$ cat config.mk
export PLATFORM = sky130hd
export DESIGN_NAME = scpi_status_reporting
export DESIGN_NICKNAME = d
export VERILOG_FILES = /design/src/scpi_pkg.sv /design/src/scpi_status_reg.sv /design/src/scpi_status_reporting.sv
export SDC_FILE = /design/constraint.sdc
export NUM_CORES = 1
export LEC_CHECK = 0
export BUFFER_PORTS_ARGS = -buffer_cell sky130_fd_sc_hd__buf_4
export CAP_MARGIN = 15
export CELL_PAD_IN_SITES_DETAIL_PLACEMENT = 0
export CELL_PAD_IN_SITES_GLOBAL_PLACEMENT = 1
export CORE_MARGIN = 3
export CORE_UTILIZATION = 48
export CTS_BUF_LIST = sky130_fd_sc_hd__clkbuf_8
export CTS_CLUSTER_SIZE = 40
export DETAILED_ROUTE_END_ITERATION = 7
export GPL_ROUTABILITY_DRIVEN = 0
export HOLD_SLACK_MARGIN = 0.1
export PLACE_DENSITY = 0.91
export SYNTH_ARGS = -nofsm -noshare
export SYNTH_HDL_FRONTEND = slang
export SYNTH_SLANG_ARGS = --single-unit
$ cat constraint.sdc
create_clock -name pclk -period 2.62 [get_ports pclk]
set_input_delay 0.393 -clock pclk [delete_from_list [all_inputs] [get_ports pclk]]
set_output_delay 0.393 -clock pclk [all_outputs]
set_load 0.02 [all_outputs]
$ cat src/scpi_pkg.sv
`default_nettype none
package scpi_pkg;
	// ========================================
	// Register map (byte addresses)
	localparam logic [7:0] OPER_COND = 8'h00;
	localparam logic [7:0] OPER_PTR = 8'h04;
	localparam logic [7:0] OPER_NTR = 8'h08;
	localparam logic [7:0] OPER_EVENT = 8'h0c;
	localparam logic [7:0] OPER_ENABLE = 8'h10;
	localparam logic [7:0] QUES_COND = 8'h20;
	localparam logic [7:0] QUES_PTR = 8'h24;
	localparam logic [7:0] QUES_NTR = 8'h28;
	localparam logic [7:0] QUES_EVENT = 8'h2c;
	localparam logic [7:0] QUES_ENABLE = 8'h30;
	localparam logic [7:0] STD_EVENT = 8'h40;
	localparam logic [7:0] STD_ENABLE = 8'h44;
	localparam logic [7:0] STB_READ = 8'h48;
	localparam logic [7:0] SRQ_ENABLE = 8'h4c;
	// ========================================
	// Reset values and field positions
	localparam logic [15:0] PTR_RST = 16'h7fff;
	localparam logic [15:0] NTR_RST = 16'h0000;
	localparam logic [15:0] ENA_RST = 16'h0000;
	localparam logic [7:0] BYTE_RST = 8'h00;
	localparam logic [15:0] PART_MASK = 16'h7fff;
	localparam int OPER_CAL_BIT = 0;
	localparam int STB_ERRQ_BIT = 2;
	localparam int STB_QUES_BIT = 3;
	localparam int STB_MAV_BIT = 4;
	localparam int STB_ESB_BIT = 5;
	localparam int STB_MSS_BIT = 6;
	localparam int STB_OPER_BIT = 7;
endpackage
`default_nettype wire

$ cat src/scpi_status_reg.sv
`default_nettype none
module scpi_status_reg
	import scpi_pkg::*;
(
	input wire logic pclk,
	input wire logic presetn,
	input wire logic [15:0] cond,
	input wire logic wr_ptr,
	input wire logic wr_ntr,
	input wire logic wr_ena,
	input wire logic [15:0] wdata,
	input wire logic rd_event,
	output logic [15:0] cond_q,
	output logic [15:0] ptr_q,
	output logic [15:0] ntr_q,
	output logic [15:0] event_q,
	output logic [15:0] ena_q,
	output logic sum
);
	// ========================================
	// One five-part register, bit 15 forced to zero.
	logic [15:0] prev_r;
	logic [15:0] ptr_r;
	logic [15:0] ntr_r;
	logic [15:0] ena_r;
	logic [15:0] event_r;
	logic [15:0] cond_m;
	logic [15:0] edge_set;

	assign cond_m = cond & PART_MASK;
	assign edge_set = ((cond_m & ~prev_r) & ptr_r) | ((~cond_m & prev_r) & ntr_r);

	always_ff @(posedge pclk or negedge presetn) begin
		if (!presetn) begin
			prev_r <= 16'h0000;
		end else begin
			prev_r <= cond_m;
		end
	end

	always_ff @(posedge pclk or negedge presetn) begin
		if (!presetn) begin
			ptr_r <= PTR_RST;
			ntr_r <= NTR_RST;
			ena_r <= ENA_RST;
		end else begin
			if (wr_ptr) begin
				ptr_r <= wdata & PART_MASK;
			end
			if (wr_ntr) begin
				ntr_r <= wdata & PART_MASK;
			end
			if (wr_ena) begin
				ena_r <= wdata & PART_MASK;
			end
		end
	end

	// A read clears only what was seen; a new edge in the same cycle survives.
	always_ff @(posedge pclk or negedge presetn) begin
		if (!presetn) begin
			event_r <= 16'h0000;
		end else if (rd_event) begin
			event_r <= edge_set;
		end else begin
			event_r <= event_r | edge_set;
		end
	end

	assign cond_q = cond_m;
	assign ptr_q = ptr_r;
	assign ntr_q = ntr_r;
	assign event_q = event_r;
	assign ena_q = ena_r;
	assign sum = |(event_r & ena_r);
endmodule
`default_nettype wire

$ cat src/scpi_status_reporting.sv
`default_nettype none
module scpi_status_reporting
	import scpi_pkg::*;
(
	input wire logic pclk,
	input wire logic presetn,
	input wire logic psel,
	input wire logic penable,
	input wire logic pwrite,
	input wire logic [7:0] paddr,
	input wire logic [31:0] pwdata,
	output logic [31:0] prdata,
	output logic pready,
	output logic pslverr,
	input wire logic [15:0] oper_cond_in,
	input wire logic [15:0] ques_cond_in,
	input wire logic [7:0] std_event_in,
	input wire logic cal_busy,
	input wire logic error_queue_nonempty,
	input wire logic msg_available,
	output logic srq,
	output logic [7:0] status_byte
);
	// ========================================
	// Bus decode
	logic wr;
	logic rd;
	assign wr = psel && penable && pwrite;
	assign rd = psel && penable && !pwrite;
	assign pready = 1'b1;

	function automatic logic hit(input logic [7:0] a, input logic [7:0] off);
		hit = (a == off);
	endfunction

	// ========================================
	// Operation and questionable registers
	logic [15:0] oper_cond;
	logic [15:0] op_c;
	logic [15:0] op_p;
	logic [15:0] op_n;
	logic [15:0] op_e;
	logic [15:0] op_en;
	logic op_sum;
	logic [15:0] qu_c;
	logic [15:0] qu_p;
	logic [15:0] qu_n;
	logic [15:0] qu_e;
	logic [15:0] qu_en;
	logic qu_sum;

	always_comb begin
		oper_cond = oper_cond_in;
		oper_cond[OPER_CAL_BIT] = cal_busy;
	end

	scpi_status_reg u_oper (
		.pclk(pclk),
		.presetn(presetn),
		.cond(oper_cond),
		.wr_ptr(wr && hit(paddr, OPER_PTR)),
		.wr_ntr(wr && hit(paddr, OPER_NTR)),
		.wr_ena(wr && hit(paddr, OPER_ENABLE)),
		.wdata(pwdata[15:0]),
		.rd_event(rd && hit(paddr, OPER_EVENT)),
		.cond_q(op_c),
		.ptr_q(op_p),
		.ntr_q(op_n),
		.event_q(op_e),
		.ena_q(op_en),
		.sum(op_sum)
	);

	scpi_status_reg u_ques (
		.pclk(pclk),
		.presetn(presetn),
		.cond(ques_cond_in),
		.wr_ptr(wr && hit(paddr, QUES_PTR)),
		.wr_ntr(wr && hit(paddr, QUES_NTR)),
		.wr_ena(wr && hit(paddr, QUES_ENABLE)),
		.wdata(pwdata[15:0]),
		.rd_event(rd && hit(paddr, QUES_EVENT)),
		.cond_q(qu_c),
		.ptr_q(qu_p),
		.ntr_q(qu_n),
		.event_q(qu_e),
		.ena_q(qu_en),
		.sum(qu_sum)
	);

	// ========================================
	// Standard event status register and its enable
	logic [7:0] std_ev_r;
	logic [7:0] std_en_r;
	logic esb;

	// Inputs are single-cycle event pulses; a pulse during the clearing read wins.
	always_ff @(posedge pclk or negedge presetn) begin
		if (!presetn) begin
			std_ev_r <= BYTE_RST;
		end else if (rd && hit(paddr, STD_EVENT)) begin
			std_ev_r <= std_event_in;
		end else begin
			std_ev_r <= std_ev_r | std_event_in;
		end
	end

	always_ff @(posedge pclk or negedge presetn) begin
		if (!presetn) begin
			std_en_r <= BYTE_RST;
		end else if (wr && hit(paddr, STD_ENABLE)) begin
			std_en_r <= pwdata[7:0];
		end
	end

	assign esb = |(std_ev_r & std_en_r);

	// ========================================
	// Status byte and service request
	logic [7:0] sre_r;
	logic [7:0] stb_low;
	logic [7:0] stb;
	logic [7:0] enabled;
	logic [7:0] enabled_prev_r;
	logic mss;

	always_comb begin
		stb_low = 8'h00;
		stb_low[STB_ERRQ_BIT] = error_queue_nonempty;
		stb_low[STB_QUES_BIT] = qu_sum;
		stb_low[STB_MAV_BIT] = msg_available;
		stb_low[STB_ESB_BIT] = esb;
		stb_low[STB_OPER_BIT] = op_sum;
	end

	assign enabled = stb_low & sre_r;
	assign mss = |enabled;

	always_comb begin
		stb = stb_low;
		stb[STB_MSS_BIT] = mss;
	end

	always_ff @(posedge pclk or negedge presetn) begin
		if (!presetn) begin
			sre_r <= BYTE_RST;
		end else if (wr && hit(paddr, SRQ_ENABLE)) begin
			sre_r <= pwdata[7:0] & ~(8'h01 << STB_MSS_BIT);
		end
	end

	// Edge-triggered so a standing enabled bit does not repeat the request.
	always_ff @(posedge pclk or negedge presetn) begin
		if (!presetn) begin
			enabled_prev_r <= BYTE_RST;
			srq <= 1'b0;
			status_byte <= BYTE_RST;
		end else begin
			enabled_prev_r <= enabled;
			srq <= |(enabled & ~enabled_prev_r);
			status_byte <= stb;
		end
	end

	// ========================================
	// Read mux and error response
	logic [31:0] rdata_nxt;
	logic mapped;

	always_comb begin
		rdata_nxt = 32'h0000_0000;
		mapped = 1'b1;
		case (paddr)
			OPER_COND: rdata_nxt[15:0] = op_c;
			OPER_PTR: rdata_nxt[15:0] = op_p;
			OPER_NTR: rdata_nxt[15:0] = op_n;
			OPER_EVENT: rdata_nxt[15:0] = op_e;
			OPER_ENABLE: rdata_nxt[15:0] = op_en;
			QUES_COND: rdata_nxt[15:0] = qu_c;
			QUES_PTR: rdata_nxt[15:0] = qu_p;
			QUES_NTR: rdata_nxt[15:0] = qu_n;
			QUES_EVENT: rdata_nxt[15:0] = qu_e;
			QUES_ENABLE: rdata_nxt[15:0] = qu_en;
			STD_EVENT: rdata_nxt[7:0] = std_ev_r;
			STD_ENABLE: rdata_nxt[7:0] = std_en_r;
			STB_READ: rdata_nxt[7:0] = stb;
			SRQ_ENABLE: rdata_nxt[7:0] = sre_r;
			default: mapped = 1'b0;
		endcase
	end

	// Writes to read-only addresses are accepted silently; only unmapped ones error.
	assign prdata = rdata_nxt;
	assign pslverr = psel && penable && !mapped;
endmodule
`default_nettype wire

# Yosys cells after proc, flatten, opt, wreduce, memory -nomap -nowiden
# Cells that the tools add are included.
# word_totals
n_memories,0
reg_bits,190
wordCells,82
out_inout_bits,43
latch_bits,0
ram_bits,0
inputBits,88
rom_bits,0
# classes
n_eq_ne,13
bitwise,23
reduce_logical,24
mux,6
n_shift,0
div,0
order_cmp,0
n_addsub,0
mul,0
# op_table
cell,n
16-bit by 15-bit AND with 16-bit output,8
8-bit one-hot mux with 14 select lines,1
8-bit one-hot mux with 10 select lines,1
15-bit NOT with 16-bit output,4
16-bit OR,4
8-bit by 6-bit equality test with 1-bit output (second input constant),5
15-bit by 16-bit AND with 16-bit output,2
8-bit by 7-bit equality test with 1-bit output (second input constant),4
16-bit two-way mux,2
16-bit OR reduction,2
8-bit AND,3
8-bit OR reduction,3
8-bit by 4-bit equality test with 1-bit output (second input constant),2
1-bit logical AND,15
14-bit OR reduction,1
8-bit by 3-bit equality test with 1-bit output (second input constant),1
8-bit by 5-bit equality test with 1-bit output (second input constant),1
8-bit zero test,1
8-bit two-way mux,1
8-bit NOT,1
8-bit OR,1
1-bit zero test,2
1-bit two-way mux,1

# Longest topological paths before layout
# depth
depth_word,6
depth_mapped,8
mapped_depth_nobuf,5

# By module
# Synthesis repeated with hierarchy kept, for this count alone.
# hier_totals
cells_unflattened,798
area_unflattened_um2,9350.2
# by_module_without_submodules
module,cells_per_inst,area_each_um2,seq_area_each_um2,instances
scpi_status_reg,218,3076.7,1895.6,2
scpi_status_reporting,362,3196.8,875.8,1

# Worst setup path before layout
# OpenSTA, ideal clock, no wires.
# synth_timing
path_type,in2out
startpoint,in paddr[5]
endpoint,out prdata[14]
path_buffers,3
required_ns,2.227
arrival_time_ns,2.004
setup_slack_ns,0.223
path_stages,5
cell_sequence,buf_2 > buf_2 > buf_2 > mux2i_1 > o311ai_0
# synth_between
elab_chain_cells,2
word_cells_on_any_way,11
cone_classes,eq/ne (9); mux (1); reduce/logical (1)
# synth_rtl
element,line_no,rtl
"start, declared",scpi_status_reporting.sv:10,"input wire logic [7:0] paddr,"
"8-bit by 6-bit equality test with 1-bit output, or another cell as far along",scpi_status_reporting.sv:173,case (paddr)
8-bit one-hot mux with 10 select lines *,scpi_status_reporting.sv:173,
"end, declared",scpi_status_reporting.sv:12,"output logic [31:0] prdata,"
# Every way passes the cells marked *; elsewhere a longest branch is shown, timed or not.

# Worst setup path in the final report
# layout_timing
startpoint,reg u_ques.event_r[11] (netlist: u_ques.event_q[11])
endpoint,out prdata[6]
# layout_between
elab_chain_cells,5
# layout_rtl
element,line_no,rtl
"start, declared",scpi_status_reg.sv:26,logic [15:0] event_r;
"start signal, assigned",scpi_status_reg.sv:64,event_r <= edge_set;
"start signal, assigned",scpi_status_reg.sv:66,event_r <= event_r | edge_set;
16-bit by 15-bit AND with 16-bit output,scpi_status_reg.sv:75,assign sum = |(event_r & ena_r);
16-bit OR reduction,scpi_status_reg.sv:75,
8-bit AND,scpi_status_reporting.sv:136,assign enabled = stb_low & sre_r;
8-bit OR reduction,scpi_status_reporting.sv:137,assign mss = |enabled;
8-bit one-hot mux with 14 select lines,scpi_status_reporting.sv:173,
# Every way passes these cells.

==> results.sh <==
export IMPL_netlist_area_sq_um=8840
export IMPL_synthXorXnorAreaFrac_pct=0
export IMPL_rsz0062_at_grt="true"
export IMPL_instances_no_fill=1161
export IMPL_synth_edf_count=0
export IMPL_setup_violations=3
export IMPL_grt_overflow_total=0
export IMPL_synth_top_family_by_area="multiplexers"
export IMPL_cts_clk_slew_worst_paths_ns=0.10
export IMPL_synth_cell_types=62
export IMPL_crit_path_end_kind="output port"
export IMPL_hold_violations=0
export IMPL_cts_root_buf="clkbuf_8"
export IMPL_nNetsFinal=1011
export IMPL_async_flop_share_pct=100
export IMPL_utilization_pct=62.9
export IMPL_min_delay_path_class="primary input to flop"
export IMPL_synth_compound_area_share_pct=11.8
export IMPL_final_antenna_net_count=0
export IMPL_start_util_pct=50.1
export IMPL_met3WireLength_mm=2.13
export IMPL_synthAdderAreaFrac_pct=0
export IMPL_coreArea_sq_um=17700
export IMPL_die_x_um=142
export IMPL_synthMuxAreaShare_pct=19.2
export IMPL_avgSynthCellArea_sq_um=12.2
export IMPL_layout_commonest_cell="buf_4"
export IMPL_synthFlopType="dfrtp_1"
export IMPL_final_cell_mix="buf_4 (162), dfrtp_1 (155), mux2_2 (101), nand2_1 (93), dlygate4sd3_1 (41)"
export IMPL_dr_pass1_iters=6
export IMPL_fin_crit_sh_pct=112
export IMPL_num_antenna_cells=0
export IMPL_final_min_clock_period_ns=2.94
export IMPL_timing_max_cap_violations=0
export IMPL_wl_per_cell_um=22.4
export IMPL_dp_hpwl_mm=18.8
export IMPL_synth_cells=726
export IMPL_clock_skew_ns=0.0142
export IMPL_drive_gt1_share_pct=39.9
export IMPL_critical_path_startpoint_type="flop"
export IMPL_met1Wirelength_mm=11.1
export IMPL_yosys_area_share_simple_pct=12.5
export IMPL_p_per_area_nw_per_um2=528
export IMPL_fmax_ghz=0.340
export IMPL_area_delta_synth_final_pct=25.6
export IMPL_setup_tns_ns=-0.624
export IMPL_post_route_drc_count=0
export IMPL_path_max_fanout=3
export IMPL_cts_buffers=17
export IMPL_htreeDepth=4
export IMPL_yosys_register_bits=185
export IMPL_grt_pass1_wl_mm=39.9
export IMPL_p_total_mw=5.86
export IMPL_cts_tree="yes"
export IMPL_dp_slack_ns=0.0671
export IMPL_grt_max_degree=55
export IMPL_rows=48
export IMPL_grt_pass1_vias=6929
export IMPL_cts_max_path_buffers=2
export IMPL_wl_met2_mm=11.9
export IMPL_crit_required_ns=2.23
export IMPL_die_area_sq_um=20100
export IMPL_drt_vias_per_instance=6.03
export IMPL_ys_seq_area_share_pct=52.8
export IMPL_routed_wl_mm=26.0
export IMPL_p_leak_nw=5.04
export IMPL_die_height_um=142
export IMPL_dp_cells=1083
export IMPL_vias=6998
export IMPL_maxSlewViolCount=0
export IMPL_critPathKind="flop to output port"
export IMPL_yosys_warnings=0
export IMPL_highest_signal_layer="met4"
export IMPL_status="complete, but fails checks"
export IMPL_violations="setup timing"
export IMPL_peakVddDrop_uv=575
export IMPL_cp_arrival_ns=2.55
export IMPL_port_buffer_count=90
export IMPL_clk_latency_ns=0.49
export IMPL_grt_usage_pct=26.3
export IMPL_pin_count=131
export IMPL_setup_slack_ns=-0.324
export IMPL_cts_sinks=185
export IMPL_first_iter_violations=707
export IMPL_antenna_found_initial=0
[path summary, 6_finish.rpt]
path	start	end	slack (ns)	cells past startpoint
setup / recovery	u_ques.event_q[11]	prdata[6]	-0.32	6
hold / removal	ques_cond_in[6]	u_ques.event_q[6]	0.17	3
setup reg to reg	u_oper.event_q[9]	srq	0.76	7
hold reg to reg	u_oper.prev_r[12]	u_oper.event_q[12]	0.47	1
max in group asynchronous	presetn	u_ques.ptr_q[4]	1.41	3
min in group asynchronous	presetn	u_ques.prev_r[11]	0.43	2
[per-layer routing]
metal  vias up  track usage, %
li1       3094               -
met1      3497            36.7
met2       336            40.1
met3        71            5.83
met4         0            10.6
met5         -               0
[final cells by class]
type,instances,area (sq um)
fillers,1414,6550
clock buffers,18,248
repair buffers,208,1710
inverters,6,22.5
multi-input cells,505,3990
well taps,225,282
flip-flops and latches,185,4670
clock inverters,14,186
[worst max-delay path, cell delays in order (launching register included)]
cell and delay, ns:
dfrtp_1 0.43, a22oi_1 0.35, nand4_1 0.28, o21ai_0 0.33, a211oi_1 0.12, or3b_4 0.41, buf_6 0.14
[kinds of logic (layout without fill, tap and decap cells)]
logic type / count (synthesis) / after routing
simple gates: 201 / 201
flops: 185 / 185
mux: 143 / 143
compound gates: 141 / 141
buf+inv: 54 / 246
other cells: 2 / 20
[sequential cells by signal (all words and copies together) (netlist names)]
register / cells
enabled_prev_r: 5
sre_r: 7
srq: 1
status_byte: 6
std_en_r: 8
std_ev_r: 8
u_oper.ena_q: 15
u_oper.event_q: 15
u_oper.ntr_q: 15
u_oper.prev_r: 15
u_oper.ptr_q: 15
u_ques.ena_q: 15
u_ques.event_q: 15
u_ques.ntr_q: 15
u_ques.prev_r: 15
u_ques.ptr_q: 15
[Yosys cell counts (all sizes together), types with 2 or more instances]
library cell,count,area [sq um]
dfrtp,155,3880
o21ai,20,100
and3,3,18.8
a21o,9,67.6
nor4,2,27.5
a222oi,12,120
conb,2,7.51
o211ai,32,240
a22oi,28,210
and2,3,18.8
or3,2,12.5
o22ai,2,12.5
nand2,93,349
nor3,9,83.8
buf,35,246
a21boi,2,15.0
nand3,12,60.1
nand3b,33,248
mux2i,23,230
a21oi,9,45.0
mux4,7,158
a211o,2,17.5
mux2,113,1310
a32oi,5,43.8
a221oi,2,17.5
nor2,21,88.8
clkbuf,13,48.8
nor4b,4,47.6
inv,6,22.5
o32ai,2,17.5
dfstp,30,788
nand4,9,71.3
a22o,4,35.0
a31oi,2,12.5
nor2b,2,12.5
[where the power goes]
group | switching, mW | internal [mW]
Combinational | 0.346 | 0.295
Sequential | 0.136 | 3.00
Clock | 1.09 | 0.997
[stage by stage]
step	hold slack (ns)	area [sq um]
detailed placement	0.388	10200
global placement	0.391	10200
CTS	0.152	11100
global route	0.146	11100
floorplan	0.0974	8910
finish	0.173	11100
[repair_timing]
item | in CTS | in global routing
hold buffers | 41 | 0
setup endpoints to repair | 4 | 6
resized for setup | 7 | 7
pin swaps | 4 | 7
hold endpoints to repair | 84 | 0
buffers inserted | 4 | 1
Power figures use the tool's default switching activity.
